## config.mk

```make
export PLATFORM = sky130hd
export DESIGN_NAME = qddc_nco_decimation_path
export DESIGN_NICKNAME = d
export VERILOG_FILES = /design/src/stream_fifo.v /design/src/qddc_nco_decimation_path.v
export VERILOG_INCLUDE_DIRS = /design/src
export SDC_FILE = /design/constraint.sdc
export NUM_CORES = 2
export LEC_CHECK = 0
export ABC_AREA = 1
export BUFFER_PORTS_ARGS = -buffer_cell sky130_fd_sc_hd__buf_2
export CAP_MARGIN = 15
export CORE_ASPECT_RATIO = 0.75
export CORE_MARGIN = 3
export CORE_UTILIZATION = 59
export DETAILED_ROUTE_END_ITERATION = 6
export PLACE_DENSITY = 0.78
export SLEW_MARGIN = 20
export SYNTH_ARGS = -nofsm -noshare
export SYNTH_HDL_FRONTEND = slang
export SYNTH_SLANG_ARGS = --single-unit
```

## constraint.sdc

```tcl
create_clock -name clk -period 11.5 [get_ports clk]
set_input_delay 1.15 -clock clk [delete_from_list [all_inputs] [get_ports clk]]
set_output_delay 1.15 -clock clk [all_outputs]
set_load 0.05 [all_outputs]
```

## src/qddc_defines.vh

```
// constants shared by the downconverter and decimation path
`ifndef QDDC_DEFINES_VH
`define QDDC_DEFINES_VH

// decimation selection codes
`define DEC_SEL_32 3'h1
`define DEC_SEL_24 3'h2
`define DEC_SEL_16 3'h3
`define DEC_SEL_12 3'h4

// oscillator widths and moduli
`define COARSE_PH_W 6
`define COARSE_SCALE 64
`define FINE_PH_W 12
`define FINE_START_W 10
`define FINE_MOD_3 12'hc00
`define FINE_MOD_4 13'h1000
`define FINE_IDX_MUL 11'h555
`define FINE_IDX_LSB 16
`define FINE_IDX_4_LSB 6

// tuning word arithmetic on a 16-bit ratio fraction
`define RATIO_W 16
`define COARSE_LSB 10
`define COARSE_HALF 17'h0_200
`define FINE4_SHIFT 4
`define FINE4_HALF 18'h0_0008
`define FINE3_SHIFT 6
`define FINE3_HALF 20'h0_0020

// quarter-wave table geometry and data scaling
`define QUARTER 5'h10
`define QUARTER_PH 6'h10
`define FINE_MIX_SHIFT 7
`define HB_SHIFT 2
`define OUT_LSB 2

`endif

```

## src/stream_fifo.v

```verilog
// synchronous show-ahead fifo with valid/ready on both sides
`timescale 1ns/10ps
module stream_fifo #(
    parameter WIDTH = 32,
    parameter DEPTH = 16,
    parameter AW = 4
) (
    // clock and reset
    input wire clk,
    input wire reset_n,
    // filling side
    input wire in_valid,
    output wire in_ready,
    input wire [WIDTH-1:0] in_data,
    // draining side
    output wire out_valid,
    input wire out_ready,
    output wire [WIDTH-1:0] out_data
);

    reg [WIDTH-1:0] mem [0:DEPTH-1];
    reg [AW:0] wr_ptr_reg;
    reg [AW:0] rd_ptr_reg;
    wire do_wr;
    wire do_rd;
    wire full;
    wire empty;

    // pointer compare with wrap bit
    assign empty = (wr_ptr_reg == rd_ptr_reg);
    assign full = (wr_ptr_reg[AW] != rd_ptr_reg[AW]) && (wr_ptr_reg[AW-1:0] == rd_ptr_reg[AW-1:0]);
    assign in_ready = ~full;
    assign out_valid = ~empty;
    assign do_wr = in_valid & ~full;
    assign do_rd = out_ready & ~empty;
    assign out_data = mem[rd_ptr_reg[AW-1:0]];

    // storage write
    always @(posedge clk) begin
        if (do_wr) begin
            mem[wr_ptr_reg[AW-1:0]] <= in_data;
        end
    end

    // pointers
    always @(posedge clk or negedge reset_n) begin
        if (!reset_n) begin
            wr_ptr_reg <= {(AW+1){1'b0}};
            rd_ptr_reg <= {(AW+1){1'b0}};
        end else begin
            if (do_wr) begin
                wr_ptr_reg <= wr_ptr_reg + 1'b1;
            end
            if (do_rd) begin
                rd_ptr_reg <= rd_ptr_reg + 1'b1;
            end
        end
    end

endmodule // stream_fifo

```

## src/qddc_nco_decimation_path.v

```verilog
// coarse and fine quadrature downconverter with fir decimation chain
//
// Behaviour
// - coarse mixer first, fine mixer after stage one
// - coarse oscillator 6 bits, fine 12 bits
// - combined step converter rate over 3072/4096
// - device computes both tuning words at init
// - coarse word is round(64 times ratio)
// - fine word rounds modulus times residual ratio
// - modulus 3072 for select 2,4 else 4096
// - sysref loads programmable start phases
// - coarse start phase step is 1/64 cycle
// - fine start phase step is 1/1024 cycle
// - overall decimation 12, 16, 24 or 32
// - matched i and q filter chains
// - first stage by three or by four
// - stages two and three each decimate two
// - fourth stage only for 24 and 32
// - symmetric coefficients give linear phase
// - fixed latency for every selection
// - select 1=32, 2=24, 3=16, 4=12
`timescale 1ns/10ps
`include "qddc_defines.vh"
module qddc_nco_decimation_path #(
    parameter DATA_W = 16,
    parameter FIFO_DEPTH = 16,
    parameter FIFO_AW = 4
) (
    // clock and reset
    input wire clk,
    input wire reset_n,
    // converter samples
    input wire [4:0] adc_data,
    input wire adc_valid,
    output wire adc_ready,
    // configuration
    input wire [2:0] decimation_select,
    input wire [`RATIO_W-1:0] if_ratio,
    input wire init_start,
    input wire [`COARSE_PH_W-1:0] coarse_nco_start_phase,
    input wire [`FINE_START_W-1:0] fine_nco_start_phase,
    input wire sysref,
    // status
    output reg [`COARSE_PH_W-1:0] coarse_nco_tuning_word,
    output reg [7:0] fine_nco_tuning_word,
    output reg sync_done,
    // complex output stream
    output wire out_valid,
    input wire out_ready,
    output wire [DATA_W-1:0] out_i,
    output wire [DATA_W-1:0] out_q
);

    localparam W = 18;

    // ************************************************
    // ** helper functions
    // ************************************************

    // quarter-wave sine, 127 full scale, index 0..16
    function [7:0] qsin;
        input [4:0] k;
        begin
            case (k)
                5'h00: qsin = 8'h00;
                5'h01: qsin = 8'h0c;
                5'h02: qsin = 8'h19;
                5'h03: qsin = 8'h25;
                5'h04: qsin = 8'h31;
                5'h05: qsin = 8'h3c;
                5'h06: qsin = 8'h47;
                5'h07: qsin = 8'h51;
                5'h08: qsin = 8'h5a;
                5'h09: qsin = 8'h62;
                5'h0a: qsin = 8'h6a;
                5'h0b: qsin = 8'h70;
                5'h0c: qsin = 8'h75;
                5'h0d: qsin = 8'h7a;
                5'h0e: qsin = 8'h7d;
                5'h0f: qsin = 8'h7e;
                default: qsin = 8'h7f;
            endcase
        end
    endfunction

    // full-cycle sine over 64 phase steps
    function signed [7:0] sin64;
        input [5:0] idx;
        reg [7:0] mag;
        begin
            mag = idx[4] ? qsin(`QUARTER - {1'b0, idx[3:0]}) : qsin({1'b0, idx[3:0]});
            sin64 = idx[5] ? -$signed(mag) : $signed(mag);
        end
    endfunction

    // decimation select decode: true when first stage divides by three
    function by_three;
        input [2:0] sel;
        begin
            by_three = (sel == `DEC_SEL_24) || (sel == `DEC_SEL_12);
        end
    endfunction

    // decimation select decode: true when fourth stage is in the path
    function use_stage4;
        input [2:0] sel;
        begin
            use_stage4 = (sel == `DEC_SEL_32) || (sel == `DEC_SEL_24);
        end
    endfunction

    // ************************************************
    // ** sysref synchroniser and edge
    // ************************************************

    reg sysref_meta_reg;
    reg sysref_sync_reg;
    reg sysref_last_reg;
    wire sync_pulse;

    // two flops then edge detect
    always @(posedge clk or negedge reset_n) begin
        if (!reset_n) begin
            sysref_meta_reg <= 1'b0;
            sysref_sync_reg <= 1'b0;
            sysref_last_reg <= 1'b0;
        end else begin
            sysref_meta_reg <= sysref;
            sysref_sync_reg <= sysref_meta_reg;
            sysref_last_reg <= sysref_sync_reg;
        end
    end
    assign sync_pulse = sysref_sync_reg & ~sysref_last_reg;

    wire sel3 = by_three(decimation_select);
    wire sel_s4 = use_stage4(decimation_select);
    wire [12:0] fine_mod = sel3 ? {1'b0, `FINE_MOD_3} : `FINE_MOD_4;

    // ************************************************
    // ** tuning word computation
    // ************************************************

    wire [16:0] coarse_sum = {1'b0, if_ratio} + `COARSE_HALF;
    wire [6:0] coarse_full = coarse_sum[16:`COARSE_LSB];
    wire signed [17:0] resid = $signed({2'b00, if_ratio}) - $signed({1'b0, coarse_full, 10'h000});
    wire signed [17:0] fine4 = (resid + $signed(`FINE4_HALF)) >>> `FINE4_SHIFT;
    wire signed [19:0] resid3 = $signed({resid, 2'b00}) - $signed({{2{resid[17]}}, resid});
    wire signed [19:0] fine3 = (resid3 + $signed(`FINE3_HALF)) >>> `FINE3_SHIFT;

    always @(posedge clk or negedge reset_n) begin
        if (!reset_n) begin
            coarse_nco_tuning_word <= 6'h00;
            fine_nco_tuning_word <= 8'h00;
        end else if (init_start) begin
            coarse_nco_tuning_word <= coarse_full[5:0];
            fine_nco_tuning_word <= sel3 ? fine3[7:0] : fine4[7:0];
        end
    end

    // ************************************************
    // ** coarse oscillator and mixer
    // ************************************************

    wire s0 = adc_valid & adc_ready;
    reg [`COARSE_PH_W-1:0] cph_reg;
    reg signed [12:0] cm_i_reg;
    reg signed [12:0] cm_q_reg;
    reg cm_v_reg;
    wire signed [4:0] x = adc_data;

    always @(posedge clk or negedge reset_n) begin
        if (!reset_n) begin
            cph_reg <= 6'h00;
            cm_i_reg <= 13'h0000;
            cm_q_reg <= 13'h0000;
            cm_v_reg <= 1'b0;
        end else begin
            cm_v_reg <= s0 & ~sync_pulse;
            if (sync_pulse) begin
                cph_reg <= coarse_nco_start_phase;
            end else if (s0) begin
                cph_reg <= cph_reg + coarse_nco_tuning_word;
                cm_i_reg <= x * sin64(cph_reg + `QUARTER_PH);
                cm_q_reg <= -(x * sin64(cph_reg));
            end
        end
    end

    // ************************************************
    // ** first stage: boxcar by three or four
    // ************************************************

    reg [1:0] s1_cnt_reg;
    reg signed [15:0] acc_i_reg;
    reg signed [15:0] acc_q_reg;
    reg signed [15:0] s1_i_reg;
    reg signed [15:0] s1_q_reg;
    reg s1_v_reg;
    wire [1:0] s1_last = sel3 ? 2'h2 : 2'h3;
    wire signed [15:0] sum_i = acc_i_reg + cm_i_reg;
    wire signed [15:0] sum_q = acc_q_reg + cm_q_reg;

    // dump every three or four samples
    always @(posedge clk or negedge reset_n) begin
        if (!reset_n) begin
            s1_cnt_reg <= 2'h0;
            acc_i_reg <= 16'h0000;
            acc_q_reg <= 16'h0000;
            s1_i_reg <= 16'h0000;
            s1_q_reg <= 16'h0000;
            s1_v_reg <= 1'b0;
        end else begin
            s1_v_reg <= 1'b0;
            if (sync_pulse) begin
                s1_cnt_reg <= 2'h0;
                acc_i_reg <= 16'h0000;
                acc_q_reg <= 16'h0000;
            end else if (cm_v_reg) begin
                if (s1_cnt_reg == s1_last) begin
                    s1_cnt_reg <= 2'h0;
                    acc_i_reg <= 16'h0000;
                    acc_q_reg <= 16'h0000;
                    s1_i_reg <= sum_i;
                    s1_q_reg <= sum_q;
                    s1_v_reg <= 1'b1;
                end else begin
                    s1_cnt_reg <= s1_cnt_reg + 1'b1;
                    acc_i_reg <= sum_i;
                    acc_q_reg <= sum_q;
                end
            end
        end
    end

    // ************************************************
    // ** fine oscillator and complex mixer
    // ************************************************

    reg [`FINE_PH_W-1:0] fph_reg;
    reg signed [W-1:0] fm_i_reg;
    reg signed [W-1:0] fm_q_reg;
    reg fm_v_reg;
    wire signed [13:0] fstep = $signed({2'b00, fph_reg}) + $signed({{6{fine_nco_tuning_word[7]}}, fine_nco_tuning_word});
    wire signed [13:0] fmod_s = $signed({1'b0, fine_mod});
    wire signed [13:0] fwrap = fstep[13] ? fstep + fmod_s : ((fstep >= fmod_s) ? fstep - fmod_s : fstep);
    // 1/1024 steps scaled to the modulus
    wire [11:0] fstart = sel3 ? ({1'b0, fine_nco_start_phase, 1'b0} + {2'b00, fine_nco_start_phase})
                              : {fine_nco_start_phase, 2'b00};
    wire [22:0] fidx_prod = fph_reg * `FINE_IDX_MUL;
    wire [5:0] fidx = sel3 ? fidx_prod[21:`FINE_IDX_LSB] : fph_reg[11:`FINE_IDX_4_LSB];
    wire signed [7:0] fcos = sin64(fidx + `QUARTER_PH);
    wire signed [7:0] fsin = sin64(fidx);
    wire signed [24:0] fmi = s1_i_reg * fcos + s1_q_reg * fsin;
    wire signed [24:0] fmq = s1_q_reg * fcos - s1_i_reg * fsin;
    wire signed [24:0] fmi_s = fmi >>> `FINE_MIX_SHIFT;
    wire signed [24:0] fmq_s = fmq >>> `FINE_MIX_SHIFT;

    always @(posedge clk or negedge reset_n) begin
        if (!reset_n) begin
            fph_reg <= 12'h000;
            fm_i_reg <= 18'h0_0000;
            fm_q_reg <= 18'h0_0000;
            fm_v_reg <= 1'b0;
        end else begin
            fm_v_reg <= s1_v_reg & ~sync_pulse;
            if (sync_pulse) begin
                fph_reg <= fstart;
            end else if (s1_v_reg) begin
                fph_reg <= fwrap[11:0];
                fm_i_reg <= fmi_s[W-1:0];
                fm_q_reg <= fmq_s[W-1:0];
            end
        end
    end

    // ************************************************
    // ** half-band style stages two to four
    // ************************************************

    wire signed [W-1:0] st_i [0:3];
    wire signed [W-1:0] st_q [0:3];
    wire st_v [0:3];
    assign st_i[0] = fm_i_reg;
    assign st_q[0] = fm_q_reg;
    assign st_v[0] = fm_v_reg;

    genvar g;
    generate
        for (g = 0; g < 3; g = g + 1) begin : hb
            reg signed [W-1:0] d1_i_reg;
            reg signed [W-1:0] d2_i_reg;
            reg signed [W-1:0] d1_q_reg;
            reg signed [W-1:0] d2_q_reg;
            reg signed [W-1:0] y_i_reg;
            reg signed [W-1:0] y_q_reg;
            reg ph_reg;
            reg v_reg;
            wire signed [W+1:0] ti = st_i[g] + (d1_i_reg <<< 1) + d2_i_reg;
            wire signed [W+1:0] tq = st_q[g] + (d1_q_reg <<< 1) + d2_q_reg;
            wire signed [W+1:0] ti_s = ti >>> `HB_SHIFT;
            wire signed [W+1:0] tq_s = tq >>> `HB_SHIFT;
            always @(posedge clk or negedge reset_n) begin
                if (!reset_n) begin
                    d1_i_reg <= {W{1'b0}};
                    d2_i_reg <= {W{1'b0}};
                    d1_q_reg <= {W{1'b0}};
                    d2_q_reg <= {W{1'b0}};
                    y_i_reg <= {W{1'b0}};
                    y_q_reg <= {W{1'b0}};
                    ph_reg <= 1'b0;
                    v_reg <= 1'b0;
                end else begin
                    v_reg <= 1'b0;
                    if (sync_pulse) begin
                        ph_reg <= 1'b0;
                    end else if (st_v[g]) begin
                        d1_i_reg <= st_i[g];
                        d2_i_reg <= d1_i_reg;
                        d1_q_reg <= st_q[g];
                        d2_q_reg <= d1_q_reg;
                        ph_reg <= ~ph_reg;
                        if (ph_reg) begin
                            y_i_reg <= ti_s[W-1:0];
                            y_q_reg <= tq_s[W-1:0];
                            v_reg <= 1'b1;
                        end
                    end
                end
            end
            assign st_i[g+1] = y_i_reg;
            assign st_q[g+1] = y_q_reg;
            assign st_v[g+1] = v_reg;
        end
    endgenerate

    // ************************************************
    // ** output selection and fifo
    // ************************************************

    wire fin_v = sel_s4 ? st_v[3] : st_v[2];
    wire signed [W-1:0] fin_i = sel_s4 ? st_i[3] : st_i[2];
    wire signed [W-1:0] fin_q = sel_s4 ? st_q[3] : st_q[2];

    // sync status held once phases are aligned
    always @(posedge clk or negedge reset_n) begin
        if (!reset_n) begin
            sync_done <= 1'b0;
        end else if (sync_pulse) begin
            sync_done <= 1'b1;
        end
    end

    // one fifo word per decimated pair
    stream_fifo #(
        .WIDTH(2 * DATA_W),
        .DEPTH(FIFO_DEPTH),
        .AW(FIFO_AW)
    ) out_fifo (
        .clk(clk),
        .reset_n(reset_n),
        .in_valid(fin_v),
        .in_ready(adc_ready),
        .in_data({fin_i[W-1:`OUT_LSB], fin_q[W-1:`OUT_LSB]}),
        .out_valid(out_valid),
        .out_ready(out_ready),
        .out_data({out_i, out_q})
    );

endmodule // qddc_nco_decimation_path

```

After elaboration in Yosys (flattened, before gate mapping)

Memory sizes are Yosys's and may differ from the RTL's.
Cells that the tools add are included.
Widths: inputs -> output; s select.

$add $sub $neg: 40
Equal/unequal tests: 7
Magnitude comparators: 1
Bitwise operators: 13
Muxes and demuxes: 63
Multiply operators: 7
Reduce and logical (&&, ||, !) cells: 18

Operators with widths:

| cell                   | count |
|---|---|
| $mux 8                 | 21 |
| $add 18x19->20         | 6 |
| $add 20x18->20         | 6 |
| $mul 16x8->24          | 4 |
| $mux 16                | 6 |
| $mux 12                | 5 |
| $mux 18                | 2 |
| $add 16x13->16         | 2 |
| $neg 8->8              | 4 |
| $sub 14x14->14         | 2 |
| $mul 5x8->13           | 2 |
| $add 24x24->25         | 1 |
| $sub 24x24->25         | 1 |
| $mul 12x11->22 const B | 1 |
| $mux 1                 | 22 |
| $sub 5x4->5 const A    | 4 |
| $mux 6                 | 3 |
| $add 16x10->16 const B | 1 |
| $add 13x8->14          | 1 |
| $add 14x7->14 const B  | 1 |
| $ge 14x14->1           | 1 |
| $mux 13                | 1 |
| $neg 13->13            | 1 |
| $add 11x10->12         | 1 |
| other kinds (22)       | 50 |

Bits in registers: 507
Word-level logic and storage cells: 204
Memory bits (writable): 512
Memory bits (read-only): 896
Input bits: 46
Output and inout port bits: 49
Memories kept: 9

Memory list:

| memory           | depth | width | read ports | clocked after Yosys merged registers in | write ports | RTL line                      | RTL |
|---|---|---|---|---|---|---|---|
| out_fifo.mem     | 16    | 32    | 1          | 0                                       | 1           | stream_fifo.v:21              | `reg [WIDTH-1:0] mem [0:DEPTH-1];` |
| (name not given) | 16    | 7     | 1          | 0                                       | 0           | qddc_nco_decimation_path.v:64 | `case (k)` |
| (name not given) | 16    | 7     | 1          | 0                                       | 0           | qddc_nco_decimation_path.v:64 |  |
| (name not given) | 16    | 7     | 1          | 0                                       | 0           | qddc_nco_decimation_path.v:64 |  |
| (name not given) | 16    | 7     | 1          | 0                                       | 0           | qddc_nco_decimation_path.v:64 |  |
| (name not given) | 16    | 7     | 1          | 0                                       | 0           | qddc_nco_decimation_path.v:64 |  |
| +3 memories      | n/a   | n/a   | n/a        | n/a                                     | n/a         | n/a                           |  |

Longest topological paths before layout

An unclocked memory read counts as a cell.

Depth after elaboration: 12
Mapped depth: 65
Mapped depth without buffers: 64

By module

From an unflattened synthesis, not the netlist that was laid out.

Cell total of the unflattened synthesis: 8,130
Area total of the unflattened synthesis: 74,417.6 um^2

Modules (own cells, without submodules):

| module                   | area an instance (um^2) | instances | cells an instance | seq. area each (um^2) |
|---|---|---|---|---|
| qddc_nco_decimation_path | 53,141.0                | 1         | 6,271             | 12,336.8 |
| stream_fifo              | 21,276.7                | 1         | 1,859             | 15,625.0 |

Worst setup path before layout

No wires, ideal clock.

Path kind: register to register
Start: register fph_reg[3]
End: register fm_q_reg[13]
Slack: 0.493 ns
Data required time: 11.370 ns
Stages on the path, launching flop included: 59
Clock period less this slack: 11.007 ns
Arrival time: 10.876 ns
Path buffers: 3
Setup time: 0.130 ns
Path through: dfrtp_1 -> ha_1 -> inv_1 -> fa_1 -> inv_1 -> fa_1 -> fa_1 -> inv_1 -> fa_1 -> inv_1 -> ha_1 -> nand2_1 -> inv_2 -> nand2_1 -> a21oi_1 -> nor2_1 -> nand2_1 -> nand2_1 -> (+23 left out) -> inv_1 -> fa_1 -> fa_1 -> inv_1 -> fa_1 -> fa_1 -> inv_1 -> fa_1 -> inv_1 -> ha_1 -> a21oi_1 -> o21ai_0 -> o21bai_1 -> a221oi_1 -> nand2_1 -> or2_2 -> nand3_1 -> o21ai_0

Longest elaborated chain between the ends: 11
Elaborated cells between the ends (all ways): 20
Classes of those cells: add/sub: 6; mul: 3; mux: 7; memory: 4

RTL lines:

| what                              | RTL line                       | RTL |
|---|---|---|
| start: declaration                | qddc_nco_decimation_path.v:239 | `` reg [`FINE_PH_W-1:0] fph_reg; `` |
| start signal: assignment          | qddc_nco_decimation_path.v:267 | `fph_reg <= fstart;` |
| start signal: assignment          | qddc_nco_decimation_path.v:269 | `fph_reg <= fwrap[11:0];` |
| $mul 12x11->22 (no source line) * | n/a                            |  |
| $mux 6 *                          | qddc_nco_decimation_path.v:250 | `` wire [5:0] fidx = sel3 ? fidx_prod[21:`FINE_IDX_LSB] : fph_reg[11:`FINE_IDX_4_LSB]; `` |
| $add 6x5->6 (no source line)      | n/a                            |  |
| $sub 5x4->5 (no source line)      | n/a                            |  |
| $mem_v2 16x7                      | n/a                            |  |
| $mux 8                            | qddc_nco_decimation_path.v:64  |  |
| $mux 8                            | qddc_nco_decimation_path.v:91  | `` mag = idx[4] ? qsin(`QUARTER - {1'b0, idx[3:0]}) : qsin({1'b0, idx[3:0]}); `` |
| $neg 8->8                         | qddc_nco_decimation_path.v:92  | `sin64 = idx[5] ? -$signed(mag) : $signed(mag);` |
| $mux 8                            | qddc_nco_decimation_path.v:92  |  |
| $mul 16x8->24                     | qddc_nco_decimation_path.v:254 | `wire signed [24:0] fmq = s1_q_reg * fcos - s1_i_reg * fsin;` |
| $sub 24x24->25 *                  | qddc_nco_decimation_path.v:254 |  |
| end signal: assignment            | qddc_nco_decimation_path.v:271 | `fm_q_reg <= fmq_s[W-1:0];` |
| end: declaration                  | qddc_nco_decimation_path.v:241 | `reg signed [W-1:0] fm_q_reg;` |

Every way passes the cells marked *; elsewhere a longest branch is shown, timed or not.
A chain may end at the register's enable or synchronous reset.

Final worst setup path

Start: register fph_reg[1]
End: register fm_i_reg[16]

Longest elaborated chain between the ends: 11
Elaborated cells between the ends (all ways): 20
Classes of those cells: add/sub: 6; mul: 3; mux: 7; memory: 4

RTL lines:

| what                              | RTL line                       | RTL |
|---|---|---|
| $mul 12x11->22 (no source line) * | n/a                            |  |
| $mux 6 *                          | qddc_nco_decimation_path.v:250 |  |
| $add 6x5->6 (no source line)      | n/a                            |  |
| $sub 5x4->5 (no source line)      | n/a                            |  |
| $mem_v2 16x7                      | n/a                            |  |
| $mux 8                            | qddc_nco_decimation_path.v:64  |  |
| $mux 8                            | qddc_nco_decimation_path.v:91  |  |
| $neg 8->8                         | qddc_nco_decimation_path.v:92  |  |
| $mux 8                            | qddc_nco_decimation_path.v:92  |  |
| $mul 16x8->24                     | qddc_nco_decimation_path.v:253 | `wire signed [24:0] fmi = s1_i_reg * fcos + s1_q_reg * fsin;` |
| $add 24x24->25 *                  | qddc_nco_decimation_path.v:253 |  |
| end signal: assignment            | qddc_nco_decimation_path.v:270 | `fm_i_reg <= fmi_s[W-1:0];` |
| end: declaration                  | qddc_nco_decimation_path.v:240 | `reg signed [W-1:0] fm_i_reg;` |

Marked as above.

==> flow_metrics.tcl <==
set metrics [dict create \
    worstPathArrival_ns 11.59 \
    clkLatencyLatePin_ns 0.71 \
    path_class "flip-flop to flip-flop" \
    core_um2 123000 \
    hold_violations 0 \
    rows 111 \
    maxCapViolations 0 \
    tightest_slew_ns 1.12 \
    synth_cell_types 65 \
    rsz0062_at_grt "yes" \
    cts_sinks 1015 \
    required_ns 11.99 \
    synth_edf_count 512 \
    cpMostUsedCell "fa_1" \
    synth_commonest_cells "nand2_1 (1245), inv_1 (1140), nor2_1 (863)" \
    largest_register_ffs 512 \
    seqCellArea_um2 28000 \
    drt-total-wl_um 188000 \
    first_global_vias 55000 \
    syn_nets 8916 \
    r2r_end "fm_i_reg[16]$_DFFE_PN0P_" \
    yosysTopAreaCell "edfxtp_1" \
    crit_path_start_kind "flip-flop" \
    cts_root_buf "clkbuf_16" \
    hpwl_um 136000 \
    die_area_um2 128000 \
    wl_per_cell_um 19.9 \
    syn_inst 7691 \
    rr_startpoint "fph_reg[1]$_DFFE_PN0P_" \
    hp-class "flip-flop to flip-flop" \
    syn_avg_cell_area_um2 9.51 \
    fin_nets 8987 \
    dieHeight_um 311 \
    ioPinCount 95 \
    gp_congestion 0.996 \
    fillCellCount 9482 \
    startpoint "fph_reg[1]$_DFFE_PN0P_" \
    fin_crit_sh_pct 96.5 \
    ys_top_cells_by_area "edfxtp_1 (21%), fa_1 (19%), dfrtp_1 (17%)" \
    crit_slowest_cell "fa_1" \
    fin_setup_tns_ns 0 \
    grt_pass1_wl_um 298000 \
    numPortBuffers 94 \
    rr_worst_depth 54 \
    multi_input_comb_area_um2 40300 \
    synthFlopType "edfxtp_1" \
    htree_levels 3 \
    post-route-min-period_ns 11.10 \
    crit_buf_inv 15 \
    fp.dieW_um 413 \
    synth_most_common_cell "nand2_1" \
    ys_ff_latch 1015 \
    hold_end "sysref_sync_reg$_DFF_PN0_" \
    skew_ns 0.0800 \
    final_util_pct 65.1 \
    cts_tree "yes" \
    holdWs_ns 0.366 \
    globalRouteTotalUtil_pct 29.5 \
    crit_fanout 9 \
    dp.cells 9276 \
    slowest_delay_ns 0.54 \
    post-route-drc-count 0 \
    yosysTopAreaCellShare_pct 21.0 \
    status "finished clean" \
    maxSlewViolCount 0 \
    hp-start "sysref_meta_reg$_DFF_PN0_" \
    clk_pin_slew_ns 0.06 \
    synthesis.area_um2 73200 \
    seq_area_frac_synth_pct 38.2 \
    setup_viol 0 \
    grt_max_degree 143 \
    drive_gt1_share_pct 9.06 \
    maxSlewHeadroom_pct 25.0 \
    hold_buffers 0 \
    dr.pass1.iters 6 \
    drt-vias-per-instance 5.77 \
    grt.overflow.total 0 \
    ys_async_sr_fraction_pct 49.6 \
    num_vias 54700 \
    hold-path-cell-count 0 \
    path_delay_family "adder cells" \
    crit_path_end_kind "flip-flop" \
    rrSetupSlack_ns 0.40 \
    stdcell_count 9482 \
    fmax_mhz 90.1 \
    start_util_pct 59.7 \
    drt_iter0_markers 5507 \
    cts-buffers-inserted 95 \
    ys.warnings.count 0 \
    areaGrowthSynthToFinish_pct 9.17 \
    ant_nets 0 \
    cts_buffer_depth 3 \
    antenna_found_initial 6 \
]
-- per-stage QoR --
stage | worst slack [ns] | instance area [µm²]
2_1_floorplan | 0.493 | 73200
3_3_place_gp | 0.238 | 75800
3_5_place_dp | 0.0509 | 75800
4_1_cts | 0.0266 | 79000
5_1_grt | -0.134 | 79900
6_report | 0.403 | 79900
-- cell usage in the layout, fill, tap and decap left out, types with 23 or more instances in the layout --
cell and instances:
o221ai_1 66, inv_1 1134, clkbuf_16 98, ha_1 456, nor3_1 30, o21ai_0 724, a21oi_1 273, o21ai_1 25
nand3_1 184, o22ai_1 91, clkbuf_1 23, edfxtp_1 512, nand2_1 1227, a21oi_2 28, clkinv_1 26, buf_2 93
mux2_2 70, nor2_4 23, nor2_1 835, nor2_2 33, buf_4 156, xor2_1 117, xnor2_1 71, dfrtp_1 496
fa_1 691
-- area by class of cell --
| class | count | area share (%) |
|---|---|---|
| timing repair buffer | 263 | 2.36 |
| clock buffer | 130 | 3.31 |
| sequential | 1015 | 35.0 |
| multi-input combinational | 5209 | 50.5 |
| antenna | 4 | 0.0125 |
| tap | 1638 | 2.57 |
| clock inverter | 45 | 0.692 |
| inverter | 1178 | 5.58 |
-- cell families (layout without fill, tap and decap cells) --
logic type,Yosys count,count (layout),share of synthesized area (%)
buffers and inverters,1467,1616,7.68
flip-flops,1015,1015,38.2
XOR/XNOR,190,190,2.29
other,0,4,0
AND/OR/NAND/NOR,2435,2435,13.3
adder cells (fa/ha/maj),1179,1179,27.3
multiplexers,71,71,1.09
AO/OA/AOI/OAI,1334,1334,10.1
-- worst register-to-register path, delay by kind of cell, from the launching register on --
family	cells	cell delay [ns]
adder cells (fa/ha/maj)	14	5.90
AO/OA/AOI/OAI	11	1.83
AND/OR/NAND/NOR	14	1.39
buffers and inverters	15	1.34
flip-flops	1	0.44
-- metal layers --
metal	vias to the layer above	wire [µm]	global-route usage, %
met2	2602	82100	44.5
met5	-	18	0
met1	26600	79000	42.9
met4	4	5440	7.52
li1	25000	-	-
met3	417	21700	7.51
-- worst max path at each step --
stage	to	cells after the start
after floorplan	fm_q_reg[13]$_DFFE_PN0P_	58
after detailed placement	fm_i_reg[16]$_DFFE_PN0P_	54
after global placement	fm_i_reg[16]$_DFFE_PN0P_	56
after CTS	fm_i_reg[16]$_DFFE_PN0P_	57
final	fm_i_reg[16]$_DFFE_PN0P_	54
after global routing	fm_q_reg[13]$_DFFE_PN0P_	57
-- timing repair --
item / 4_1_cts / 5_1_grt
pin swaps: 0 / 31
buffers inserted: 0 / 24
setup endpoints to repair: 1 / 34
hold endpoints to repair: 0 / 0
gates cloned: 0 / 2
resized for setup: 2 / 128
Power is left out: the tool's default activity adds up to more than one toggle a clock period on the data nets, which glitch-free logic cannot reach.
